## src/hdl/scs_pkg.sv

```systemverilog
// constants for the span copy byte shifter
package scs_pkg;
  // register offsets on the plain register port
  localparam logic [3:0] OFS_CONFIG   = 4'h0;
  localparam logic [3:0] OFS_SHIFT    = 4'h1;
  localparam logic [3:0] OFS_STATUS   = 4'h2;
  // config field positions
  localparam int CFG_DEPTH_LSB  = 0;
  localparam int CFG_ROP_LSB    = 4;
  localparam int CFG_BMASK_LSB  = 8;
  localparam logic [31:0] CFG_RESET = 32'h0000_0f0c;
  localparam logic [3:0]  SHIFT_RESET = 4'h0;
  // pixel depth codes
  localparam logic [1:0] DEPTH_8  = 2'h0;
  localparam logic [1:0] DEPTH_16 = 2'h1;
  localparam logic [1:0] DEPTH_32 = 2'h2;
  // copy buffer geometry
  localparam int BUF_BYTES   = 64;
  localparam int QW_BYTES    = 8;
  localparam int BUF_ENTRIES = BUF_BYTES / QW_BYTES;
  localparam logic [2:0] LAST_QW_8BPP  = 3'h3;
  localparam logic [2:0] LAST_QW_WIDE  = 3'h7;
  // span limits in pixels, masked / unmasked
  localparam int SPAN_8_MASKED    = 32;
  localparam int SPAN_8_UNMASKED  = 64;
  localparam int SPAN_16          = 32;
  localparam int SPAN_32          = 16;
  typedef enum logic [1:0] {
    SCS_IDLE = 2'b00,
    SCS_SRC  = 2'b01,
    SCS_DRD  = 2'b11,
    SCS_DWR  = 2'b10
  } scs_state_type;
endpackage

```

## src/hdl/scs_span_copy.sv

```systemverilog
// span copy engine: masked source load and destination drain via byte shifter
// How it works
// - span never exceeds 64-byte copy buffer
// - span limits fixed per pixel depth
// - first write loads buffer from entry zero
// - second write drains buffer, destination mask
// - byte mask and raster op on stores
// - up to four quadwords per 32-byte span
// - shift amount is signed four bits
// - hidden 64-bit residue holds previous read
// - join with residue, rotate by shift
// - extract quadword where read data sat
// - residue takes read quadword, then advance
// - negative shift means backward copy
// - backward copy decrements both addresses
// - forward copy increments both addresses
// - source/destination pointer reset by shift write
module scs_span_copy (
  // clock and reset
  input  wire logic        mclk_i,
  input  wire logic        rst_b_i,
  // register port
  input  wire logic [3:0]  reg_addr_i,
  input  wire logic [31:0] reg_wdata_i,
  input  wire logic        reg_wr_i,
  input  wire logic        reg_rd_i,
  output logic      [31:0] reg_rdata_o,
  // copy-mode frame buffer writes from host
  input  wire logic        fb_wr_i,
  input  wire logic [31:0] fb_addr_i,
  input  wire logic [31:0] fb_data_i,
  output logic             fb_ready_o,
  // frame buffer memory
  output logic             mem_req_o,
  output logic             mem_we_o,
  output logic      [28:0] mem_addr_o,
  output logic      [63:0] mem_wdata_o,
  output logic      [7:0]  mem_be_o,
  input  wire logic        mem_ack_i,
  input  wire logic [63:0] mem_rdata_i
);

  scs_pkg::scs_state_type state;
  logic [31:0] cfg;
  logic [3:0]  shift_amount_register;
  logic        dest_next;
  logic [63:0] residue;
  logic [63:0] cbuf [scs_pkg::BUF_ENTRIES];
  logic [63:0] dst_data;
  logic [31:0] span_mask;
  logic [2:0]  step;
  logic        backward;

  logic [1:0]  depth;
  logic [3:0]  rop;
  logic [3:0]  bmask;
  logic [7:0]  step_be;
  logic [2:0]  last_step;
  logic        step_done;
  logic        fb_take;
  logic [63:0] shifted;

  assign depth = cfg[scs_pkg::CFG_DEPTH_LSB +: 2];
  assign rop   = cfg[scs_pkg::CFG_ROP_LSB +: 4];
  assign bmask = cfg[scs_pkg::CFG_BMASK_LSB +: 4];

  // byte enables of quadword k from the 32-bit pixel mask
  function automatic logic [7:0] qw_enables(input logic [31:0] m, input logic [1:0] d,
                                            input logic [2:0] k);
    logic [7:0] be;
    be = 8'h00;
    for (int i = 0; i < 8; i++) begin
      unique case (d)
        scs_pkg::DEPTH_16: be[i] = m[{k, 2'b00} + 5'(i / 2)];
        scs_pkg::DEPTH_32: be[i] = m[{1'b0, k, 1'b0} + 5'(i / 4)];
        default:           be[i] = m[{k[1:0], 3'b000} + 5'(i)];
      endcase
    end
    return be;
  endfunction

  // byte rotation of the joined residue and fresh read
  function automatic logic [63:0] rotate_pick(input logic [63:0] fresh, input logic [63:0] res,
                                              input logic [3:0] s);
    logic [255:0] dbl;
    logic [127:0] rot;
    logic [7:0]   n;
    dbl = {fresh, res, fresh, res};
    if (s[3]) begin
      n   = 8'({4'h0, (~s + 4'h1)} * 8'h08);
      rot = dbl[255 - n -: 128];
    end else begin
      n   = 8'({4'h0, s} * 8'h08);
      rot = dbl[n +: 128];
    end
    return rot[127:64];
  endfunction

  // per-bit raster op: result bit = rop[{src, dst}]
  function automatic logic [63:0] raster(input logic [63:0] s, input logic [63:0] d,
                                         input logic [3:0] op);
    logic [63:0] r;
    r = 64'h0;
    for (int i = 0; i < 64; i++) begin
      r[i] = op[{s[i], d[i]}];
    end
    return r;
  endfunction

  // four quadwords at 8 bpp, eight at wider depths
  assign last_step = (depth == scs_pkg::DEPTH_8) ? scs_pkg::LAST_QW_8BPP
                                                 : scs_pkg::LAST_QW_WIDE;
  // 32-bit mask and eight entries keep span within buffer
  assign step_be = qw_enables(span_mask, depth, step) &
                   {bmask, bmask};
  assign step_done = (step == last_step);
  // only accepted while idle and ready
  assign fb_take = fb_wr_i && fb_ready_o;
  // rotate joined value; keep upper quadword
  assign shifted = rotate_pick(mem_rdata_i, residue, shift_amount_register);

  // register writes
  always_ff @(posedge mclk_i or negedge rst_b_i) begin
    if (!rst_b_i) begin
      cfg                   <= scs_pkg::CFG_RESET;
      shift_amount_register <= scs_pkg::SHIFT_RESET;
    end else if (reg_wr_i) begin
      if (reg_addr_i == scs_pkg::OFS_CONFIG) begin
        cfg <= reg_wdata_i;
      end
      if (reg_addr_i == scs_pkg::OFS_SHIFT) begin
        shift_amount_register <= reg_wdata_i[3:0];
      end
    end
  end

  // register reads, data in the following cycle
  always_ff @(posedge mclk_i or negedge rst_b_i) begin
    if (!rst_b_i) begin
      reg_rdata_o <= 32'h0;
    end else if (reg_rd_i) begin
      unique case (reg_addr_i)
        scs_pkg::OFS_CONFIG: reg_rdata_o <= cfg;
        scs_pkg::OFS_SHIFT:  reg_rdata_o <= {28'h0, shift_amount_register};
        scs_pkg::OFS_STATUS: reg_rdata_o <= {29'h0, backward, dest_next, !fb_ready_o};
        default:             reg_rdata_o <= 32'h0;
      endcase
    end else begin
      reg_rdata_o <= 32'h0;
    end
  end

  always_ff @(posedge mclk_i or negedge rst_b_i) begin
    if (!rst_b_i) begin
      dest_next <= 1'b0;
    end else if (reg_wr_i && reg_addr_i == scs_pkg::OFS_SHIFT) begin
      dest_next <= 1'b0;
    end else if (fb_take) begin
      dest_next <= !dest_next;
    end
  end

  // copy sequencer and memory requests
  always_ff @(posedge mclk_i or negedge rst_b_i) begin
    if (!rst_b_i) begin
      state       <= scs_pkg::SCS_IDLE;
      fb_ready_o  <= 1'b1;
      mem_req_o   <= 1'b0;
      mem_we_o    <= 1'b0;
      mem_addr_o  <= 29'h0;
      mem_wdata_o <= 64'h0;
      mem_be_o    <= 8'h00;
      span_mask   <= 32'h0;
      step        <= 3'h0;
      backward    <= 1'b0;
      residue     <= 64'h0;
      dst_data    <= 64'h0;
    end else begin
      unique case (state)
        scs_pkg::SCS_IDLE: begin
          if (fb_take) begin
            fb_ready_o <= 1'b0;
            step       <= 3'h0;
            backward   <= shift_amount_register[3];
            mem_addr_o <= fb_addr_i[31:3];
            // 16 mask bits at 32 bpp, 32 otherwise
            span_mask  <= (depth == scs_pkg::DEPTH_32) ? {16'h0, fb_data_i[15:0]} : fb_data_i;
            state      <= dest_next ? scs_pkg::SCS_DRD : scs_pkg::SCS_SRC;
          end
        end
        scs_pkg::SCS_SRC: begin
          if (mem_req_o) begin
            if (mem_ack_i) begin
              mem_req_o <= 1'b0;
              // residue keeps the quadword just read
              residue   <= mem_rdata_i;
              if (step_done) begin
                state      <= scs_pkg::SCS_IDLE;
                fb_ready_o <= 1'b1;
              end else begin
                step <= step + 3'h1;
                // backward steps down; forward steps up
                mem_addr_o <= backward ? mem_addr_o - 29'h1 : mem_addr_o + 29'h1;
              end
            end
          end else if (step_be == 8'h00) begin
            // masked-off quadword: no read, residue cleared
            residue <= 64'h0;
            if (step_done) begin
              state      <= scs_pkg::SCS_IDLE;
              fb_ready_o <= 1'b1;
            end else begin
              step <= step + 3'h1;
              mem_addr_o <= backward ? mem_addr_o - 29'h1 : mem_addr_o + 29'h1;
            end
          end else begin
            mem_req_o <= 1'b1;
            mem_we_o  <= 1'b0;
            mem_be_o  <= step_be;
          end
        end
        scs_pkg::SCS_DRD: begin
          if (mem_req_o) begin
            if (mem_ack_i) begin
              // destination read feeds the raster op
              dst_data    <= mem_rdata_i;
              mem_req_o   <= 1'b0;
              mem_we_o    <= 1'b1;
              state       <= scs_pkg::SCS_DWR;
            end
          end else if (step_be == 8'h00) begin
            if (step_done) begin
              state      <= scs_pkg::SCS_IDLE;
              fb_ready_o <= 1'b1;
            end else begin
              step       <= step + 3'h1;
              mem_addr_o <= backward ? mem_addr_o - 29'h1 : mem_addr_o + 29'h1;
            end
          end else begin
            mem_req_o <= 1'b1;
            mem_we_o  <= 1'b0;
            mem_be_o  <= step_be;
          end
        end
        scs_pkg::SCS_DWR: begin
          if (!mem_req_o && mem_we_o) begin
            // byte mask folded into byte enables
            mem_req_o   <= 1'b1;
            mem_be_o    <= step_be;
            // raster op of entry against stored destination
            mem_wdata_o <= raster(cbuf[step], dst_data, rop);
          end else if (mem_ack_i) begin
            mem_req_o <= 1'b0;
            mem_we_o  <= 1'b0;
            if (step_done) begin
              state      <= scs_pkg::SCS_IDLE;
              fb_ready_o <= 1'b1;
            end else begin
              step       <= step + 3'h1;
              state      <= scs_pkg::SCS_DRD;
              mem_addr_o <= backward ? mem_addr_o - 29'h1 : mem_addr_o + 29'h1;
            end
          end
        end
      endcase
    end
  end

  // rotated quadword into entry of this step
  always_ff @(posedge mclk_i or negedge rst_b_i) begin
    if (!rst_b_i) begin
      for (int i = 0; i < scs_pkg::BUF_ENTRIES; i++) begin
        cbuf[i] <= 64'h0;
      end
    end else if (state == scs_pkg::SCS_SRC && mem_req_o && mem_ack_i) begin
      cbuf[step] <= shifted;
    end
  end

endmodule

```

## config.mk

```make
export PLATFORM = sky130hd
export DESIGN_NAME = scs_span_copy
export DESIGN_NICKNAME = d
export VERILOG_FILES = /design/src/hdl/scs_pkg.sv /design/src/hdl/scs_span_copy.sv
export SDC_FILE = /design/constraint.sdc
export NUM_CORES = 2
export LEC_CHECK = 0
export BUFFER_PORTS_ARGS = -buffer_cell sky130_fd_sc_hd__buf_2
export CORE_UTILIZATION = 55
export CTS_CLUSTER_DIAMETER = 100
export DETAILED_ROUTE_END_ITERATION = 10
export PLACE_DENSITY = 0.8
export SYNTH_ARGS = -nofsm -noshare
export SYNTH_HDL_FRONTEND = slang
export SYNTH_SLANG_ARGS = --single-unit
```

## constraint.sdc

```tcl
create_clock -name mclk_i -period 6.43 [get_ports mclk_i]
set_input_delay 0.643 -clock mclk_i [delete_from_list [all_inputs] [get_ports mclk_i]]
set_output_delay 0.643 -clock mclk_i [all_outputs]
set_load 0.02 [all_outputs]
```

======== Word-level counts from Yosys, hierarchy flattened ========
Index checks and enable logic that the tools add are counted.
storage, ports and cells
  register bits after elaboration ......... 851
  input bits .............................. 170
  output and inout port bits .............. 136
operators by class
  add/sub/neg operators ................... 16
  magnitude comparators ................... 80
  equal/unequal tests ..................... 20
  shifts and indexed selects .............. 2
  multiplexer cells ....................... 233
  bitwise operators ....................... 3
  reduce and logical (&&, ||, !) cells .... 29
operators by type and width
  cell                   count
  $bwmux 512             1
  $mux 64                6
  $shiftx 383x33->128    1
  $shiftx 256x8->128     1
  $mux 29                8
  $bmux 64 s3            1
  $demux 64 s3           1
  $lt 2x3->1 const B     64
  $bmux 1 s2             65
  $mux 128               1
  $pmux 29 s4            1
  $mux 1                 97
  $pmux 32 s3            1
  $lt 5x6->1 const B     13
  $mux 32                2
  $bmux 1 s5             11
  $add 29x1->29 const B  1
  $sub 29x1->29 const B  1
  $mux 3                 8
  $mux 8                 3
  $mux 2                 11
  $add 5x2->5 const B    4
  $add 5x3->5 const B    4
  $pmux 1 s2             9
  37 further kinds       68

======== Logic depth before layout (Yosys ltp) ========
  depth in word-level cells ............... 9
  depth in mapped cells ................... 16
  depth with buffers taken out ............ 12

======== Worst setup path after synthesis ========
OpenSTA, ideal clock, no wires.
  kind .................................... register to register
  start point ............................. reg shift_amount_register[1]
  end point ............................... reg cbuf[461] (netlist bit)
  library setup time ...................... 0.125 ns
  data arrival time ....................... 3.751 ns
  required time ........................... 6.305 ns
  setup slack ............................. 2.554 ns
  stages on the path, launching flop included .. 16
  path buffers ............................ 7
  clock period less this slack ............ 3.876 ns
  path through ............................ dfrtp_1 -> clkbuf_1 -> inv_2 -> buf_1 -> clkbuf_1 -> ha_1 -> clkbuf_1 -> buf_2 -> clkbuf_1 -> clkbuf_1 -> mux4_2 -> nand2_1 -> o211ai_1 -> o21ai_0 -> a21oi_1 -> mux2_2
on the way
  longest elaborated chain between the ends .. 6
  elaborated cells between the ends (all ways) .. 7
  those cells by class .................... add/sub: 2; shift: 2; mux: 2; bitwise: 1
ends and longest elaborated chain
  what                           line                  RTL
  start, declared                scs_span_copy.sv:45   logic [3:0] shift_amount_register;
  start signal, assigned         scs_span_copy.sv:126  shift_amount_register <= scs_pkg::SHIFT_RESET;
  start signal, assigned         scs_span_copy.sv:132  shift_amount_register <= reg_wdata_i[3:0];
  $not 4->4                      scs_span_copy.sv:90   n = 8'({4'h0, (~s + 4'h1)} * 8'h08);
  $add 4x1->4                    scs_span_copy.sv:90
  $sub 8x7->9                    scs_span_copy.sv:91   rot = dbl[255 - n -: 128];
  $shiftx 383x33->128            scs_span_copy.sv:91
  $mux 128 *                     scs_span_copy.sv:89   if (s[3]) begin
  $bwmux 512 *                   scs_span_copy.sv:276  cbuf[step] <= shifted;
  end signal, assigned by index  scs_span_copy.sv:276
  end, declared                  scs_span_copy.sv:48   logic [63:0] cbuf [scs_pkg::BUF_ENTRIES];
Mark *: on every way between the ends. The rest lies on a longest branch, timed or not.
A chain may end at the register's enable or synchronous reset.

======== Worst setup path after layout ========
  start point ............................. reg step[0]
  end point ............................... reg mem_be_o[4]
on the way
  longest elaborated chain between the ends .. 8
  elaborated cells between the ends (all ways) .. 55
  those cells by class .................... add/sub: 11; eq/ne: 1; mux: 40; bitwise: 1; reduce/logical: 2
ends and longest elaborated chain
  what                                                             line                                                           RTL
  start, declared                                                  scs_span_copy.sv:51                                            logic [2:0] step;
  start signal, assigned                                           scs_span_copy.sv:201                                           step <= step + 3'h1;
  start signal, assigned                                           scs_span_copy.sv:213                                           step <= step + 3'h1;
  start signal, assigned                                           scs_span_copy.sv:236                                           step <= step + 3'h1;
  $add 5x1->5, or another cell as far along                        scs_span_copy.sv:76                                            default: be[i] = m[{k[1:0], 3'b000} + 5'(i)];
  $bmux 1 s5, on equally long branches                             scs_span_copy.sv:76, scs_span_copy.sv:74, scs_span_copy.sv:75
  $mux 1, on equally long branches                                 scs_span_copy.sv:76, scs_span_copy.sv:74, scs_span_copy.sv:75
  $pmux 1 s2                                                       scs_span_copy.sv:73                                            unique case (d)
  $and 8x8->8 *                                                    scs_span_copy.sv:114                                           assign step_be = qw_enables(span_mask, depth, step) &
  $logic_not 8->1 or $mux 8 (tied branches)                        scs_span_copy.sv:206, scs_span_copy.sv:231
  $ne 2x2->1 (no source line) or $mux 8 (tied branches)            n/a
  $reduce_and 4->1 (no source line) or $pmux 8 s2 (tied branches)  n/a
  end signal, assigned                                             scs_span_copy.sv:219                                           mem_be_o <= step_be;
  end signal, assigned                                             scs_span_copy.sv:242                                           mem_be_o <= step_be;
  end signal, assigned                                             scs_span_copy.sv:249                                           mem_be_o <= step_be;
  end, declared                                                    scs_span_copy.sv:38                                            output logic [7:0] mem_be_o,
Mark *: on every way between the ends. The rest lies on a longest branch, timed or not. The select of a mux whose other input is x is not followed.

==> reports/qor.csv <==
stage,metric,value,unit
outcome,status,"complete, no violations",
synth,Synth Instances,3864,
floorplan,die footprint,0.0870,mm^2
floorplan,IO Count,306,
critical_path,R2R depth,8,
clocking,"CTS clk-pin slew, worst paths",0.06,ns
finish,layout cell share with drive strength beyond 1,38.9,%
floorplan,Die Y,295,um
critical_path,Critical Path Fanout Max,62,
detailed_routing,initial drt markers,2990,
detailed_routing,TritonRoute pass-1 iters,6,
global_route,first-pass GRT wire length,207000,um
synth,ys flop type,dfrtp_1,
timing,final hold vios,0,
synth,Yosys top cell by area,dfrtp_1,
detailed_routing,Final ANT Viol Nets,0,
detailed_routing,routed vias,34200,
timing,Hold WS,0.176,ns
place,"Cell Area, Placed",0.0496,mm^2
timing,final-report max-slew violation count,0,
clocking,cts bufs inserted,91,
critical_path,CP Class,flop to flop,
power_and_ir_drop,sequential power share,37.4,%
synth,"Seq/Total Area, Yosys",45.1,%
flow_run,max_cap viols,0,
synth,Synth Area in Simple Gates,6.53,%
power_and_ir_drop,P_sw,0.00485,W
timing,Final setup viols,0,
critical_path,Worst path slowest cell,a21oi_1,
power_and_ir_drop,Power Density,281,mW/mm^2
synth,syn avg cell area,12.2,um^2
min_path,beginning of the worst hold path,fb_data_i[0],
critical_path,Worst Path Arrival,5.05,ns
timing,worst-margin pin slew,1.25,ns
clocking,TritonCTS clock tree,yes,
synth,Post-synth ARST share,100,%
power_and_ir_drop,Final Power,0.0148,W
place,GPL Wtd Cong,0.971,
clocking,H-tree Lvls,3,
synth,"Warnings, synthesis",0,
timing,Fmax,219,MHz
timing,Slew HR,16.4,%
power_and_ir_drop,sw frac,32.9,%
place,Port Buffers,302,
clocking,clock sinks,851,
min_path,worst hold endpoint,span_mask[0]$_DFFE_PN0P_,
power_and_ir_drop,VDD IR max,0.000301,V
synth,Yosys reg bits,851,
floorplan,Placeable Area,0.0851,mm^2
min_path,Hold Crit Depth,3,
timing,final period utilization,71.0,%
detailed_routing,detailed-route DRC error count,0,
timing,RSZ-0062 raised after global routing,no,
floorplan,initial core utilization,55.4,%
finish,"Area growth, synth to finish",11.5,%
detailed_routing,WL per Instance,25.7,um
synth,Synth Area in Compound Gates,8.91,%
critical_path,reg2reg start,step[0]$_DFFE_PN0P_,
timing,Setup Skew,0.0466,ns
clocking,setup repair bufs after CTS,0,
global_route,global router's overall resource usage,31.1,%
min_path,Hold Path Class,input port to flop,
global_route,aggregate global routing overflow,0,
timing,total negative slack,0,ns
finish,fin area,0.0526,mm^2
critical_path,CP cell instances,mux4_2 -> and3b_1 -> nor4_1 -> nand4_1 -> a211oi_2 -> nand3_1 -> a21oi_1 -> o21ai_0,
synth,Syn Nets,4067,
synth,Post-synth EDFFs,0,
clocking,Clock Tree Root,clkbuf_16,
synth,Netlist cell types,77,
critical_path,RR Endpoint,mem_be_o[4]$_DFFE_PN0P_,
power_and_ir_drop,Int Power,0.00992,W
critical_path,Critical Path RT,6.91,ns
critical_path,Crit. Startpoint,step[0]$_DFFE_PN0P_,
critical_path,Critical Path Sink Type,flop,
timing,min Tclk post-route,4.57,ns
synth,synth top area cells,"dfrtp_1, mux2_2, mux4_2, mux2i_1, nand2_1",
synth,xor-xnor portion of the synthesized cell area,0.594,%
synth,largest family of logic cells by synthesized area,multiplexers,
synth,Synth Area in Adders,0.890,%
finish,fin util,61.8,%
clocking,Max clock buf depth,3,
critical_path,"delay-heaviest family, CP",compound AO/OA/AOI/OAI gates,
synth,Yosys top cell area share,44.7,%
global_route,largest net degree at the start of global routing,171,
power_and_ir_drop,Leak,25.0,nW
clocking,"Clk Latency, worst-skew pair",0.67,ns
synth,multiplexer area fraction after synthesis,35.0,%
floorplan,site row count,107,
detailed_routing,DRT Wirelength,134000,um
global_route,initial antenna violation count,17,
finish,final net count,4213,
critical_path,max incr delay on CP,1.14,ns
power_and_ir_drop,Comb power frac,26.2,%
floorplan,Die X,295,um
critical_path,flop2flop setup slack,1.86,ns
detailed_routing,vias per std cell,6.54,
synth,post-synthesis cell area,0.0472,mm^2
place,Final HPWL DP,86500,um
global_route,vias in the first global route,34300,
power_and_ir_drop,clock share of power,36.4,%
critical_path,WP buf/inv,0,
critical_path,Startpoint Class,flop,
-- worst min-delay path, cell delays in order --
cell     delay [ns]
buf_2          0.08
nand2_1        0.04
nand2_1        0.04
-- worst max path at each step --
stage,to,slack [ns],depth (start not counted)
floorplan,cbuf[461]$_DFFE_PN0P_,2.55,15
global placement,mem_be_o[5]$_DFFE_PN0P_,2.01,8
detailed placement,mem_be_o[4]$_DFFE_PN0P_,1.96,8
CTS,mem_be_o[4]$_DFFE_PN0P_,1.89,8
global route,mem_be_o[4]$_DFFE_PN0P_,1.57,8
finish,mem_be_o[4]$_DFFE_PN0P_,1.86,8
-- sequential cells by signal, summed over array words and instances, names as in the netlist, 2 cells and up --
name,count
step,3
mem_be_o,8
mem_addr_o,29
dst_data,64
shift_amount_register,4
state,2
mem_wdata_o,64
cbuf,512
reg_rdata_o,32
span_mask,32
cfg,32
residue,64
-- cells by family (layout without fill, tap and decap cells) --
group	Yosys count	in the layout
simple gates	706	706
other cells	0	6
fa+ha+maj	33	33
compound gates	645	645
buf+inv	339	553
xor+xnor	32	32
flops	851	851
mux	1258	1258
-- per-layer routing --
metal	global-route usage, %	part of all wire [%]	wire length, um	vias up
met1	41.2	40	53300	17500
met3	6.42	8.4	11200	376
li1	-	-	-	14700
met4	15.1	5.1	6810	20
met2	49.0	47	62800	1609
met5	0	0.11	142	-
-- power by group through the flow --
| stage | clock network [W] | registers [W] | logic (W) |
|---|---|---|---|
| 5_1_grt | 0.00564 | 0.00553 | 0.00414 |
| 3_5_place_dp | 0 | 0.00562 | 0.00377 |
| 2_1_floorplan | 0 | 0.00554 | 0.00265 |
| 4_1_cts | 0.00545 | 0.00552 | 0.00380 |
| 3_3_place_gp | 0 | 0.00562 | 0.00372 |
| 6_report | 0.00537 | 0.00553 | 0.00387 |
-- per-stage QoR --
step / std cells / worst slack [ns]
after floorplan: 3864 / 2.55
after global placement: 5060 / 2.01
after detailed placement: 5060 / 1.96
after CTS: 5222 / 1.89
after global routing: 5224 / 1.57
final: 5228 / 1.86
-- synthesized netlist by cell type, types with 10 or more instances --
library cell and n:
a221oi_1 10, a21oi_1 183, o22ai_1 18, nand3_1 40
o211ai_1 44, a31oi_1 17, mux2_2 794, nor2b_1 31
dfrtp_1 844, and2_1 39, nand2b_1 21, o21ai_1 17
buf_1 40, mux4_2 235, xnor2_1 19, nor2_1 163
buf_2 45, mux2i_1 228, nand2_1 342, a211oi_1 51
a21o_1 15, clkbuf_1 214, a311oi_1 25, a22o_1 66
ha_1 32, a22oi_1 12, nor3_1 39, o21ai_0 129
inv_1 25, xor2_1 13
-- layout make-up --
cell class	count	area [um^2]
Antenna cell	6	15.0
Clock buffer	129	2600
Clock inverter	32	443
Fill cell	6532	32500
Inverter	28	109
Multi-Input combinational cell	2674	24700
Sequential cell	851	21300
Tap cell	1144	1430
Timing Repair Buffer	364	2060
-- cell usage in the layout, fill, tap and decap left out, types with 8 or more instances in the layout --
cell	n
a211o_1	8
a211oi_1	51
a21o_1	15
a21oi_1	183
a221o_1	8
a221oi_1	10
a22o_1	66
a22oi_1	12
a311oi_1	25
a31oi_1	17
and2_1	39
buf_2	301
buf_4	55
bufinv_16	8
clkbuf_1	20
clkbuf_16	91
clkbuf_8	18
clkinv_2	9
dfrtp_1	834
ha_1	31
inv_1	24
mux2_2	794
mux2i_1	228
mux4_2	235
nand2_1	341
nand2b_1	21
nand3_1	36
nor2_1	162
nor2b_1	31
nor3_1	36
o211ai_1	44
o21ai_0	129
o21ai_1	17
o22ai_1	18
xnor2_1	17
xor2_1	11
-- repair_timing --
| action | CTS | global route |
|---|---|---|
| hold buffers | 1 | 0 |
| hold endpoints to repair | 6 | 0 |
| resized for setup | 0 | 0 |
(Power assumes the default switching activity.)
